## src/inc/radio_path_pkg.sv

```systemverilog
// constants, register map and types for the radio receive/transmit path control
package radio_path_pkg;
  // clock and timing figures
  localparam int SYS_CLK_MHZ      = 25;
  localparam int EARLY_STAGE_US   = 10;   // post-mixer stage and filter turn-on
  localparam int FILTER_TUNED_US  = 140;  // filter tuning complete
  localparam int LATE_STAGE_US    = 150;  // mixer and low-noise stage turn-on
  localparam int STRENGTH_UPD_US  = 40;   // after the word marker reference point
  localparam int VCO_TRIM_US      = 40;   // transmit trim window before power stages
  localparam int RAMP_SETTLE_US   = 20;   // longest ramp settling time
  localparam int EARLY_STAGE_CYC  = EARLY_STAGE_US * SYS_CLK_MHZ;
  localparam int FILTER_TUNED_CYC = FILTER_TUNED_US * SYS_CLK_MHZ;
  localparam int LATE_STAGE_CYC   = LATE_STAGE_US * SYS_CLK_MHZ;
  localparam int STRENGTH_UPD_CYC = FILTER_TUNED_CYC + STRENGTH_UPD_US * SYS_CLK_MHZ;
  localparam int VCO_TRIM_CYC     = VCO_TRIM_US * SYS_CLK_MHZ;
  localparam int RAMP_SETTLE_CYC  = RAMP_SETTLE_US * SYS_CLK_MHZ;
  localparam int RAMP_MAX_STEPS   = 48;
  localparam int RAMP_STEP_CYC    = RAMP_SETTLE_CYC / RAMP_MAX_STEPS;
  localparam int CNT_W            = 13;
  // data widths
  localparam int SAMPLE_W   = 6;
  localparam int STRENGTH_W = 4;
  localparam int LEVEL_W    = 3;
  localparam int RAMP_W     = 8;
  localparam int RAMP_SHIFT = 3;
  localparam int REG_W      = 16;
  localparam int BIT_CYC    = 2;          // sys_clk cycles per serial bit
  localparam logic signed [15:0] LO_OFFSET_KHZ = 16'sh1770;  // 6.0 MHz
  // register indices, byte address is four times the index
  localparam logic [7:0] IDX_R2     = 8'h02;
  localparam logic [7:0] IDX_R3     = 8'h03;
  localparam logic [7:0] IDX_R4     = 8'h04;
  localparam logic [7:0] IDX_R5     = 8'h05;
  localparam logic [7:0] IDX_R9     = 8'h09;
  localparam logic [7:0] IDX_R11    = 8'h0b;
  localparam logic [7:0] IDX_R29    = 8'h1d;
  localparam logic [7:0] IDX_MODE   = 8'h20;
  localparam logic [7:0] IDX_STATUS = 8'h21;
  localparam logic [REG_W-1:0] REG_RESET = 16'h0000;
  // field positions
  localparam int INJ_HIGH_BIT = 11;
  localparam int GEN_OUT_BIT  = 8;
  localparam int GEN_POL_BIT  = 6;
  localparam int EXT_INV_BIT  = 10;
  localparam int SS_EN_BIT    = 6;
  localparam int SS_RD_BIT    = 8;
  localparam int EXT_EN_BIT   = 6;
  localparam int MODE_TX_BIT  = 0;   // mode register
  typedef enum logic [2:0] {CYC_IDLE, CYC_RX, CYC_TX_TRIM, CYC_TX_ON, CYC_TX_DOWN} cycle_t;
endpackage

```

## src/inc/path_if.sv

```systemverilog
// carrier between the sequencer and its serializer and ramp helpers
`timescale 1ns/1ps
`default_nettype none
interface path_if;
  import radio_path_pkg::*;
  logic                  serEnable;
  logic [SAMPLE_W-1:0]   sample;
  logic                  serialData;
  logic                  serialClock;
  logic                  wordMarker;
  logic                  powerOn;
  logic [RAMP_W-1:0]     rampLevel;
  logic                  rampAtZero;
  modport seq  (output serEnable, sample, powerOn,
                input serialData, serialClock, wordMarker, rampLevel, rampAtZero);
  modport ser  (input serEnable, sample, output serialData, serialClock, wordMarker);
  modport ramp (input powerOn, output rampLevel, rampAtZero);
endinterface
`default_nettype wire

```

## src/hw/radio_path_ctrl.sv

```systemverilog
// receive and transmit path sequencer with its apb register file
// Overview of operation
// - R2 bit 11 picks injection: high places LO 6.0 MHz above, low below.
// - Receive: mixer enabled about 150 us after the enable pin rises.
// - Receive: post-mixer stage enabled about 10 us after the enable pin rises.
// - Receive: filter enabled at 10 us, its tuning done at 140 us.
// - Pin falling disables receive stages at once; off in idle and transmit.
// - Filter recalibrates every receive cycle against an internal 6.0 MHz reference.
// - 4-bit strength readable in R29 bits 3-0 in idle when both enables set.
// - Strength updates about 40 us after the word marker reference point.
// - Demodulated samples are 6-bit two's complement at about 2.08 Msamples/s.
// - Samples leave as a serial two's complement bit stream.
// - A word marker flags the first bit of every 6-bit sample.
// - A bit clock output accompanies the serial data.
// - Each transmit cycle trims the VCO before power stages enable.
// - R5 bits 2-0 select one of eight output power levels.
// - Output power ramps exponentially up and down, settling within 20 us.
// - General output pin follows R2 bit 8.
// - External amplifier enable is off while R11 bit 6 and R3 bit 10 are both clear.
// - Receive: low-noise stage enabled about 150 us after the pin rises.
// - R3 bit 6 set inverts the general output pin; resets to zero.
// - R3 bit 10 set drives amplifier enable as inverse of general output.
`timescale 1ns/1ps
`default_nettype none
module radio_path_ctrl
  import radio_path_pkg::*;
(
  input  wire logic                     sys_clk,
  input  wire logic                     srst,
  input  wire logic                     psel,
  input  wire logic                     penable,
  input  wire logic                     pwrite,
  input  wire logic [11:0]              paddr,
  input  wire logic [31:0]              pwdata,
  output logic      [31:0]              prdata,
  output logic                          pready,
  output logic                          pslverr,
  input  wire logic                     radio_cycle_enable_pin,
  input  wire logic [SAMPLE_W-1:0]      demodSample,
  input  wire logic [STRENGTH_W-1:0]    strengthCode,
  output logic                          lnaEnable,
  output logic                          mixerEnable,
  output logic                          post_mixer_gain_stage,
  output logic                          filterEnable,
  output logic                          filterCalRefEnable,
  output logic                          filterTuned,
  output logic                          injectHighSide,
  output logic signed [15:0]            loOffsetKhz,
  output logic                          vcoTrimActive,
  output logic                          low_power_output_stage,
  output logic      [LEVEL_W-1:0]       output_power_level_field,
  output logic      [RAMP_W-1:0]        rampLevel,
  output logic                          serialData,
  output logic                          serialClock,
  output logic                          sample_word_marker,
  output logic                          general_output_pin,
  output logic                          ext_amp_enable_out
);
  path_if link ();

  logic [REG_W-1:0]      r2_q, r3_q, r4_q, r5_q, r9_q, r11_q, mode_q;
  logic [STRENGTH_W-1:0] strength_q;
  logic                  pinMeta_q, pinSync_q;
  logic [CNT_W-1:0]      time_q;
  cycle_t                cyc_q, cyc_d;
  logic                  setup, access, wrStrobe, mapped;
  logic [7:0]            idx;

  sample_serializer u_ser (.sys_clk(sys_clk), .srst(srst), .link(link));
  power_ramp        u_ramp(.sys_clk(sys_clk), .srst(srst), .link(link));

  // ---------------- apb slave, zero wait states ----------------
  function automatic logic isMapped(input logic [7:0] i);
    isMapped = (i == IDX_R2) || (i == IDX_R3) || (i == IDX_R4) || (i == IDX_R5) ||
               (i == IDX_R9) || (i == IDX_R11) || (i == IDX_R29) ||
               (i == IDX_MODE) || (i == IDX_STATUS);
  endfunction

  assign idx      = paddr[9:2];
  assign mapped   = isMapped(idx) && (paddr[11:10] == 2'b00) && (paddr[1:0] == 2'b00);
  assign setup    = psel && !penable;
  assign access   = psel && penable;
  assign wrStrobe = access && pwrite && mapped;
  assign pready   = 1'b1;
  assign pslverr  = access && !mapped;

  // register writes land only on the access edge
  always_ff @(posedge sys_clk) begin
    if (srst) begin
      r2_q   <= REG_RESET;
      r3_q   <= REG_RESET;
      r4_q   <= REG_RESET;
      r5_q   <= REG_RESET;
      r9_q   <= REG_RESET;
      r11_q  <= REG_RESET;
      mode_q <= REG_RESET;
    end else if (wrStrobe) begin
      unique case (idx)
        IDX_R2:   r2_q   <= pwdata[REG_W-1:0];
        IDX_R3:   r3_q   <= pwdata[REG_W-1:0];
        IDX_R4:   r4_q   <= pwdata[REG_W-1:0];
        IDX_R5:   r5_q   <= pwdata[REG_W-1:0];
        IDX_R9:   r9_q   <= pwdata[REG_W-1:0];
        IDX_R11:  r11_q  <= pwdata[REG_W-1:0];
        IDX_MODE: mode_q <= pwdata[REG_W-1:0];
        default:  ;  // read-only words ignore writes
      endcase
    end
  end

  // read data is captured in the setup cycle so it comes from a flop
  always_ff @(posedge sys_clk) begin
    if (srst) begin
      prdata <= '0;
    end else if (setup) begin
      prdata <= '0;
      if (mapped) begin
        unique case (idx)
          IDX_R2:     prdata <= 32'(r2_q);
          IDX_R3:     prdata <= 32'(r3_q);
          IDX_R4:     prdata <= 32'(r4_q);
          IDX_R5:     prdata <= 32'(r5_q);
          IDX_R9:     prdata <= 32'(r9_q);
          IDX_R11:    prdata <= 32'(r11_q);
          IDX_MODE:   prdata <= 32'(mode_q);
          IDX_STATUS: prdata <= 32'({filterTuned, vcoTrimActive, cyc_q});
          IDX_R29:    prdata <= (cyc_q == CYC_IDLE && r4_q[SS_EN_BIT] && r9_q[SS_RD_BIT])
                                ? 32'(strength_q) : '0;
          default:    prdata <= '0;
        endcase
      end
    end
  end

  // ---------------- enable pin synchroniser ----------------
  // first stage feeds only the second; the pin is asynchronous to sys_clk
  always_ff @(posedge sys_clk) begin
    if (srst) begin
      pinMeta_q <= 1'b0;
      pinSync_q <= 1'b0;
    end else begin
      pinMeta_q <= radio_cycle_enable_pin;
      pinSync_q <= pinMeta_q;
    end
  end

  // ---------------- cycle sequencer ----------------
  always_comb begin
    cyc_d = cyc_q;
    unique case (cyc_q)
      CYC_IDLE:    if (pinSync_q) cyc_d = mode_q[MODE_TX_BIT] ? CYC_TX_TRIM : CYC_RX;
      CYC_RX:      if (!pinSync_q) cyc_d = CYC_IDLE;
      CYC_TX_TRIM: if (!pinSync_q) cyc_d = CYC_TX_DOWN;
                   else if (time_q == CNT_W'(VCO_TRIM_CYC)) cyc_d = CYC_TX_ON;
      CYC_TX_ON:   if (!pinSync_q) cyc_d = CYC_TX_DOWN;
      CYC_TX_DOWN: if (link.rampAtZero) cyc_d = CYC_IDLE;
    endcase
  end

  always_ff @(posedge sys_clk) begin
    if (srst) begin
      cyc_q <= CYC_IDLE;
    end else begin
      cyc_q <= cyc_d;
    end
  end

  // elapsed time since the cycle last changed state; saturates so late stages stay on
  always_ff @(posedge sys_clk) begin
    if (srst || cyc_d != cyc_q) begin
      time_q <= '0;
    end else if (time_q != '1) begin
      time_q <= time_q + CNT_W'(1);
    end
  end

  // receive stage enables; all drop as soon as the cycle leaves receive
  // the entry edge still sees the stale idle count, so it must not arm any stage
  always_ff @(posedge sys_clk) begin
    if (srst || cyc_d != CYC_RX || cyc_q != CYC_RX) begin
      lnaEnable             <= 1'b0;
      mixerEnable           <= 1'b0;
      post_mixer_gain_stage <= 1'b0;
      filterEnable          <= 1'b0;
      filterCalRefEnable    <= 1'b0;
      filterTuned           <= 1'b0;
    end else begin
      post_mixer_gain_stage <= time_q >= CNT_W'(EARLY_STAGE_CYC - 1);
      filterEnable          <= time_q >= CNT_W'(EARLY_STAGE_CYC - 1);
      filterCalRefEnable    <= time_q >= CNT_W'(EARLY_STAGE_CYC - 1) &&
                               time_q <  CNT_W'(FILTER_TUNED_CYC - 1);
      filterTuned           <= time_q >= CNT_W'(FILTER_TUNED_CYC - 1);
      mixerEnable           <= time_q >= CNT_W'(LATE_STAGE_CYC - 1);
      lnaEnable             <= time_q >= CNT_W'(LATE_STAGE_CYC - 1);
    end
  end

  // the first word marker after tuning is the reference point for the update
  always_ff @(posedge sys_clk) begin
    if (srst) begin
      strength_q <= '0;
    end else if (cyc_q == CYC_RX && r4_q[SS_EN_BIT] &&
                 time_q == CNT_W'(STRENGTH_UPD_CYC)) begin
      strength_q <= strengthCode;
    end
  end

  // serial stream runs only once the filter is tuned
  assign link.serEnable = filterTuned;
  assign link.sample    = demodSample;
  assign link.powerOn   = (cyc_q == CYC_TX_ON);
  assign serialData         = link.serialData;
  assign serialClock        = link.serialClock;
  assign sample_word_marker = link.wordMarker;
  assign rampLevel          = link.rampLevel;

  // ---------------- transmit and pin outputs ----------------
  always_ff @(posedge sys_clk) begin
    if (srst) begin
      vcoTrimActive            <= 1'b0;
      low_power_output_stage   <= 1'b0;
      output_power_level_field <= '0;
      injectHighSide           <= 1'b0;
      loOffsetKhz              <= '0;
      general_output_pin       <= 1'b0;
      ext_amp_enable_out       <= 1'b0;
    end else begin
      vcoTrimActive            <= (cyc_d == CYC_TX_TRIM);
      // power stage stays on through ramp down so the ramp ends at zero
      low_power_output_stage   <= (cyc_d == CYC_TX_ON) ||
                                  (cyc_d == CYC_TX_DOWN);
      output_power_level_field <= r5_q[LEVEL_W-1:0];
      injectHighSide           <= r2_q[INJ_HIGH_BIT];
      loOffsetKhz              <= r2_q[INJ_HIGH_BIT] ? LO_OFFSET_KHZ : -LO_OFFSET_KHZ;
      general_output_pin       <= r2_q[GEN_OUT_BIT] ^ r3_q[GEN_POL_BIT];
      if (r3_q[EXT_INV_BIT]) begin
        ext_amp_enable_out <= ~(r2_q[GEN_OUT_BIT] ^ r3_q[GEN_POL_BIT]);
      end else begin
        ext_amp_enable_out <= r11_q[EXT_EN_BIT] &&
                              (cyc_d == CYC_TX_ON || cyc_d == CYC_TX_DOWN);
      end
    end
  end
endmodule
`default_nettype wire

```

## src/hw/sample_serializer.sv

```systemverilog
// shifts demodulated samples out msb first with a word marker and bit clock
`timescale 1ns/1ps
`default_nettype none
module sample_serializer
  import radio_path_pkg::*;
(
  input  wire logic sys_clk,
  input  wire logic srst,
  path_if.ser       link
);
  logic [SAMPLE_W-1:0] shift_q;
  logic [2:0]          bitIdx_q;
  logic                phase_q;

  // two sys_clk cycles per bit so the bit clock has a real high and low half
  always_ff @(posedge sys_clk) begin
    if (srst || !link.serEnable) begin
      shift_q  <= '0;
      bitIdx_q <= '0;
      phase_q  <= 1'b0;
    end else begin
      phase_q <= ~phase_q;
      if (!phase_q && bitIdx_q == 3'd0) begin
        shift_q <= link.sample;
      end else if (phase_q) begin
        shift_q  <= {shift_q[SAMPLE_W-2:0], 1'b0};
        bitIdx_q <= (bitIdx_q == 3'(SAMPLE_W - 1)) ? 3'd0 : bitIdx_q + 3'd1;
      end
    end
  end

  // outputs from flops: data changes with clock low, receiver samples on rise
  always_ff @(posedge sys_clk) begin
    if (srst || !link.serEnable) begin
      link.serialData  <= 1'b0;
      link.serialClock <= 1'b0;
      link.wordMarker  <= 1'b0;
    end else begin
      link.serialClock <= phase_q;
      if (!phase_q) begin
        link.serialData <= (bitIdx_q == 3'd0) ? link.sample[SAMPLE_W-1]
                                              : shift_q[SAMPLE_W-1];
        link.wordMarker <= (bitIdx_q == 3'd0);
      end
    end
  end
endmodule
`default_nettype wire

```

## src/hw/power_ramp.sv

```systemverilog
// exponential ramp of transmit output power toward full scale or zero
`timescale 1ns/1ps
`default_nettype none
module power_ramp
  import radio_path_pkg::*;
(
  input  wire logic sys_clk,
  input  wire logic srst,
  path_if.ramp      link
);
  logic [RAMP_W-1:0] level_q;
  logic [5:0]        tick_q;

  // close an eighth of the remaining gap, then snap when the gap is small
  function automatic logic [RAMP_W-1:0] rampNext(input logic [RAMP_W-1:0] cur,
                                                 input logic             up);
    logic [RAMP_W-1:0] gap;
    gap = up ? ~cur : cur;
    if (gap < RAMP_W'(1 << RAMP_SHIFT)) begin
      rampNext = up ? '1 : '0;
    end else if (up) begin
      rampNext = cur + (gap >> RAMP_SHIFT);
    end else begin
      rampNext = cur - (gap >> RAMP_SHIFT);
    end
  endfunction

  always_ff @(posedge sys_clk) begin
    if (srst) begin
      tick_q <= '0;
    end else begin
      tick_q <= (tick_q == 6'(RAMP_STEP_CYC - 1)) ? '0 : tick_q + 6'd1;
    end
  end

  // settles within the step budget from either end of the scale
  always_ff @(posedge sys_clk) begin
    if (srst) begin
      level_q <= '0;
    end else if (tick_q == '0) begin
      level_q <= rampNext(level_q, link.powerOn);
    end
  end

  assign link.rampLevel  = level_q;
  assign link.rampAtZero = (level_q == '0);
endmodule
`default_nettype wire

```

## config.mk

```make
export PLATFORM = sky130hd
export DESIGN_NAME = radio_path_ctrl
export DESIGN_NICKNAME = d
export VERILOG_FILES = /design/src/inc/radio_path_pkg.sv /design/src/inc/path_if.sv /design/src/hw/radio_path_ctrl.sv /design/src/hw/sample_serializer.sv /design/src/hw/power_ramp.sv
export SDC_FILE = /design/constraint.sdc
export NUM_CORES = 1
export LEC_CHECK = 0
export BUFFER_PORTS_ARGS = -buffer_cell sky130_fd_sc_hd__buf_2
export CORE_MARGIN = 4
export CORE_UTILIZATION = 52
export DETAILED_ROUTE_END_ITERATION = 8
export GPL_TIMING_DRIVEN = 1
export PLACE_DENSITY = 0.83
export SLEW_MARGIN = 25
export SYNTH_ARGS = -nofsm -noshare
export SYNTH_HDL_FRONTEND = slang
export SYNTH_SLANG_ARGS = --single-unit
```

## constraint.sdc

```tcl
create_clock -name sys_clk -period 2.9 [get_ports sys_clk]
set_input_delay 0.145 -clock sys_clk [delete_from_list [all_inputs] [get_ports sys_clk]]
set_output_delay 0.145 -clock sys_clk [all_outputs]
set_load 0.05 [all_outputs]
```

==> metrics.log <==
INFO  metric syn_inst = roughly 1000
INFO  metric wl = approximately 23000 um
INFO  metric fin_tns_setup = 0 ps
INFO  metric power_leakage = 4.18 nW
INFO  metric clk-insertion-delay-late = 440 ps
INFO  metric synth_mux_area_frac = 0.165
INFO  metric crit_slowest_cell = ha_1
INFO  metric grt_antenna_before_repair = 3
INFO  metric max_slew_margin = 0.424
INFO  metric gp_weighted_congestion = 0.897
INFO  metric worst_ir_drop_vdd = 397 uV
INFO  metric die-area = ~20000 um2
INFO  metric hold_start = demodSample[0]
INFO  metric ys.warnings.count = 0
INFO  metric synth-seq-cells = 191
INFO  metric reg2reg_setup_slack = roughly 150 ps
INFO  metric postSynthAreaPerCell = a little under 9 um2
INFO  metric hold_class = primary input to flip-flop
INFO  metric synthesis.area = between 9000 and 10000 um2
INFO  metric globalRouteTotalUtil = 0.226
INFO  metric timing.setup.critical_path_class = flip-flop to flip-flop
INFO  metric synth-seq-area-share = 0.417
INFO  metric yosys.area_share.adder = 0.0172
INFO  metric routed_wire_length_per_instance = 17.0 um
INFO  metric clockBufferDepth = 2
INFO  metric crit_arrival = between 3000 and 4000 ps
INFO  metric clk_root_buffer_cell = clkbuf_16
INFO  metric final_layout_size_suffix_gt1_frac = 0.176
INFO  metric timing.rr.end = u_ramp.link.rampLevel[7]$_SDFFE_PP0N_
INFO  metric starting_utilization_of_the_core_area = 0.530
INFO  metric critical_path.most_common_cell = mux2i_1
INFO  metric chip_width = roughly 140 um
INFO  metric placedInstanceArea = 9790 um2
INFO  metric cts_made_buffers = 17
INFO  metric area_delta_synth_final = 14.7%
INFO  metric detailedPlacementHpwl = 15700 um
INFO  metric cts_tree = built
INFO  metric timing.final.hold_violations = 0
INFO  metric async_set_or_reset_register_ratio_after_synthesis = 0
INFO  metric setup_viol = 0
INFO  metric fin_worst_skew = 11.1 ps
INFO  metric dr_total_vias = roughly 7700
INFO  metric reg2reg_launch_point = cyc_q[2]$_SDFF_PP0_
INFO  metric crit_path_cell_trace = and3b_2 -> inv_6 -> ha_4 -> xnor2_1 -> mux2i_1 -> ha_1 -> nand3_2 -> o21ai_1 -> a211o_1 -> nand3_1 -> a21oi_2 -> mux2i_1 -> o32ai_2
INFO  metric worst-endpoint-required = 3220 ps
INFO  metric internal-power = 0.00465 W
INFO  metric dpl.cell_count = 1312
INFO  metric crit_path_max_incr_delay = between 300 and 400 ps
INFO  metric via_per_inst = 5.67
INFO  metric htreeDepth = 4
INFO  metric seq_power_share = 0.413
INFO  metric final-max-slew-violation-count = 0
INFO  metric layout.nets = 1184
INFO  metric gr-total-overflow = 0
INFO  metric clock_power_share = 0.382
INFO  metric grt_pass1_vias = around 7300
INFO  metric yosys.area_share.simple = 0.188
INFO  metric synth-edff-count = 0
INFO  metric drt_first_pass_iters = 5
INFO  metric clk_transition_reported_paths = roughly 70 ps
INFO  metric r2r.worst_path.cells = 13
INFO  metric fin_area = 10500 um2
INFO  metric grt_first_pass_wirelength = 36700 um
INFO  metric route.antenna.remaining_nets = 0
INFO  metric power_switching_share = 0.301
INFO  metric maxClockFrequency = ~360 MHz
INFO  metric ratio_of_total_power_to_cell_area = 632 nW/um2
INFO  metric initialDrtViolationCount = 762
INFO  metric synth_flop_cell = dfxtp_1
INFO  metric core-area = around 17000 um2
INFO  metric largest_net_degree_at_the_start_of_global_routing = 70
INFO  metric min_period_over_period = 0.948
INFO  metric share_comb_of_total_power = 0.205
INFO  metric ioPinCount = 135
INFO  metric largest_family_of_logic_cells_by_synthesized_area = simple AND/OR/NAND/NOR gates
INFO  metric layout.core_utilization = 0.608
INFO  metric run_status = complete, no violations
INFO  metric synth.distinct_cells = 73
INFO  metric finalCriticalPeriod = 2750 ps
INFO  metric cp-start-kind = flip-flop
INFO  metric fp.dieH = 141 um
INFO  metric final-instance-count-excl-fill = between 1000 and 1500
INFO  metric num_rows = 48
INFO  metric number_of_port_buffers = 97
INFO  metric cp_max_fo = 10
INFO  metric net-switching-power = 0.00200 W
INFO  metric synth-compound-area-share = 0.118
INFO  metric post_synthesis_share_of_cell_area_spent_on_xor_and_xnor_gates = 0.0258
INFO  metric timing_worst_slew_pin_value = ~860 ps
INFO  metric cts.sinks = approximately 190
INFO  metric critical_path.endpoint_type = flip-flop
INFO  metric whs_endpoint = u_ser.shift_q[0]$_SDFFE_PP0P_
INFO  metric drc = 0
INFO  metric min_path_cells = 3
INFO  metric maxCapViolCount = 0
-- worst max-delay path by stage --
stage | start | endpoint | slack [ps] | depth (start not counted)
2_1_floorplan | cyc_q[1]$_SDFF_PP0_ | u_ramp.link.rampLevel[7]$_SDFFE_PP0N_ | 10 | 16
3_3_place_gp | cyc_q[2]$_SDFF_PP0_ | u_ramp.link.rampLevel[5]$_SDFFE_PP0N_ | 200 | 13
3_5_place_dp | cyc_q[2]$_SDFF_PP0_ | u_ramp.link.rampLevel[7]$_SDFFE_PP0N_ | 140 | 13
4_1_cts | cyc_q[2]$_SDFF_PP0_ | u_ramp.link.rampLevel[7]$_SDFFE_PP0N_ | 60 | 13
5_1_grt | cyc_q[2]$_SDFF_PP0_ | u_ramp.link.rampLevel[7]$_SDFFE_PP0N_ | -3 | 13
6_report | cyc_q[2]$_SDFF_PP0_ | u_ramp.link.rampLevel[7]$_SDFFE_PP0N_ | 150 | 13
-- Yosys cell counts, types with 8 or more instances --
library cell	n	area (um2)
inv_1	14	52.6
dfxtp_1	191	3820
nor3_1	15	75.1
nand3b_1	11	82.6
nand4_1	8	50.1
nor2b_1	14	87.6
a22oi_1	17	128
xnor2_1	14	123
nand2_1	61	229
a21oi_1	53	265
buf_4	36	270
o21ai_0	19	95.1
nand2b_1	8	50.1
o22ai_1	12	75.1
a221oi_1	11	96.3
nor2_1	199	747
nand3_1	18	90.1
mux2i_1	142	1420
xor2_1	13	114
clkbuf_1	51	191
o211ai_1	9	67.6
buf_2	11	55.1
ha_1	11	138
-- sequential cells by signal, summed over array words and instances (netlist names), 8 cells and up --
signal	cells
r5_q	16
prdata	16
u_ramp.link.rampLevel	8
r3_q	16
r2_q	16
mode_q	16
r11_q	16
time_q	13
r4_q	16
r9_q	16
-- timing repair --
action                                  CTS  global route
endpoints found under the setup margin    0             2
resized for setup                         0             7
endpoints found under the hold margin     5             0
hold buffers                              5             0
setup buffers                             0             1
-- cell usage in the layout, fill, tap and decap left out, types with 8 or more instances in the layout --
master     synthesis  routed
xor2_1            13      13
a21oi_1           53      50
o21ai_0           19      17
nand2b_1           8       8
nand3b_1          11      11
buf_2             11      96
ha_1              11      10
nor3_1            15      15
nand4_1            8       8
buf_4             36      39
nand2_1           61      61
clkbuf_16          0      17
a22oi_1           17      17
nor2_1           199     199
inv_1             14      13
dfxtp_1          191     190
o211ai_1           9       9
a221oi_1          11      11
nor2b_1           14      14
mux2i_1          142     142
conb_1             2      21
xnor2_1           14      14
o22ai_1           12      12
nand3_1           18      17
-- metrics by stage --
stage / setup slack [ps] / hold slack, ps / total power (W)
floorplan: 14.0 / 225 / 0.00379
global placement: 204 / 364 / 0.00405
detailed placement: 142 / 370 / 0.00407
CTS: 64.2 / 6.54 / 0.00662
global route: -3.44 / 30.8 / 0.00690
finish: 150 / 28.1 / 0.00665
-- cells by family (layout without fill, tap and decap cells) --
family / after synthesis / after routing
buffers and inverters: 119 / 188
AO/OA/AOI/OAI: 165 / 165
multiplexers: 150 / 150
other: 2 / 22
adder cells (fa/ha/maj): 12 / 12
XOR/XNOR: 27 / 27
AND/OR/NAND/NOR: 371 / 371
flip-flops: 191 / 191
-- power by group through the flow --
stage / clock network [W] / logic [W] / registers [W]
finish: 0.00254 / 0.00136 / 0.00275
floorplan: 0 / 0.000880 / 0.00291
global placement: 0 / 0.00125 / 0.00280
global route: 0.00267 / 0.00147 / 0.00275
CTS: 0.00258 / 0.00130 / 0.00274
detailed placement: 0 / 0.00127 / 0.00280
-- cell type report --
| cell class | instances | area [um2] |
|---|---|---|
| antenna | 1 | 2.50 |
| clock buffer | 18 | 439 |
| clock inverter | 14 | 204 |
| fill | 1424 | 6780 |
| inverter | 14 | 57.6 |
| multi-input combinational | 746 | 4850 |
| sequential | 191 | 3820 |
| tap | 225 | 282 |
| timing repair buffer | 142 | 863 |
-- critical path: cells and delay by family, from the launching register on --
family,cells,cell delay (ps)
AO/OA/AOI/OAI,4,660
adder cells (fa/ha/maj),2,620
AND/OR/NAND/NOR,3,490
multiplexers,2,370
flip-flops,1,310
XOR/XNOR,1,120
buffers and inverters,1,70
-- per-layer routing --
layer	wire length (um)	vias up	track usage
met5	33	-	0
met4	486	4	0.0821
met3	1640	55	0.0539
met2	10700	276	0.367
met1	10000	3612	0.294
li1	-	3708	-
(Power assumes the default switching activity.)
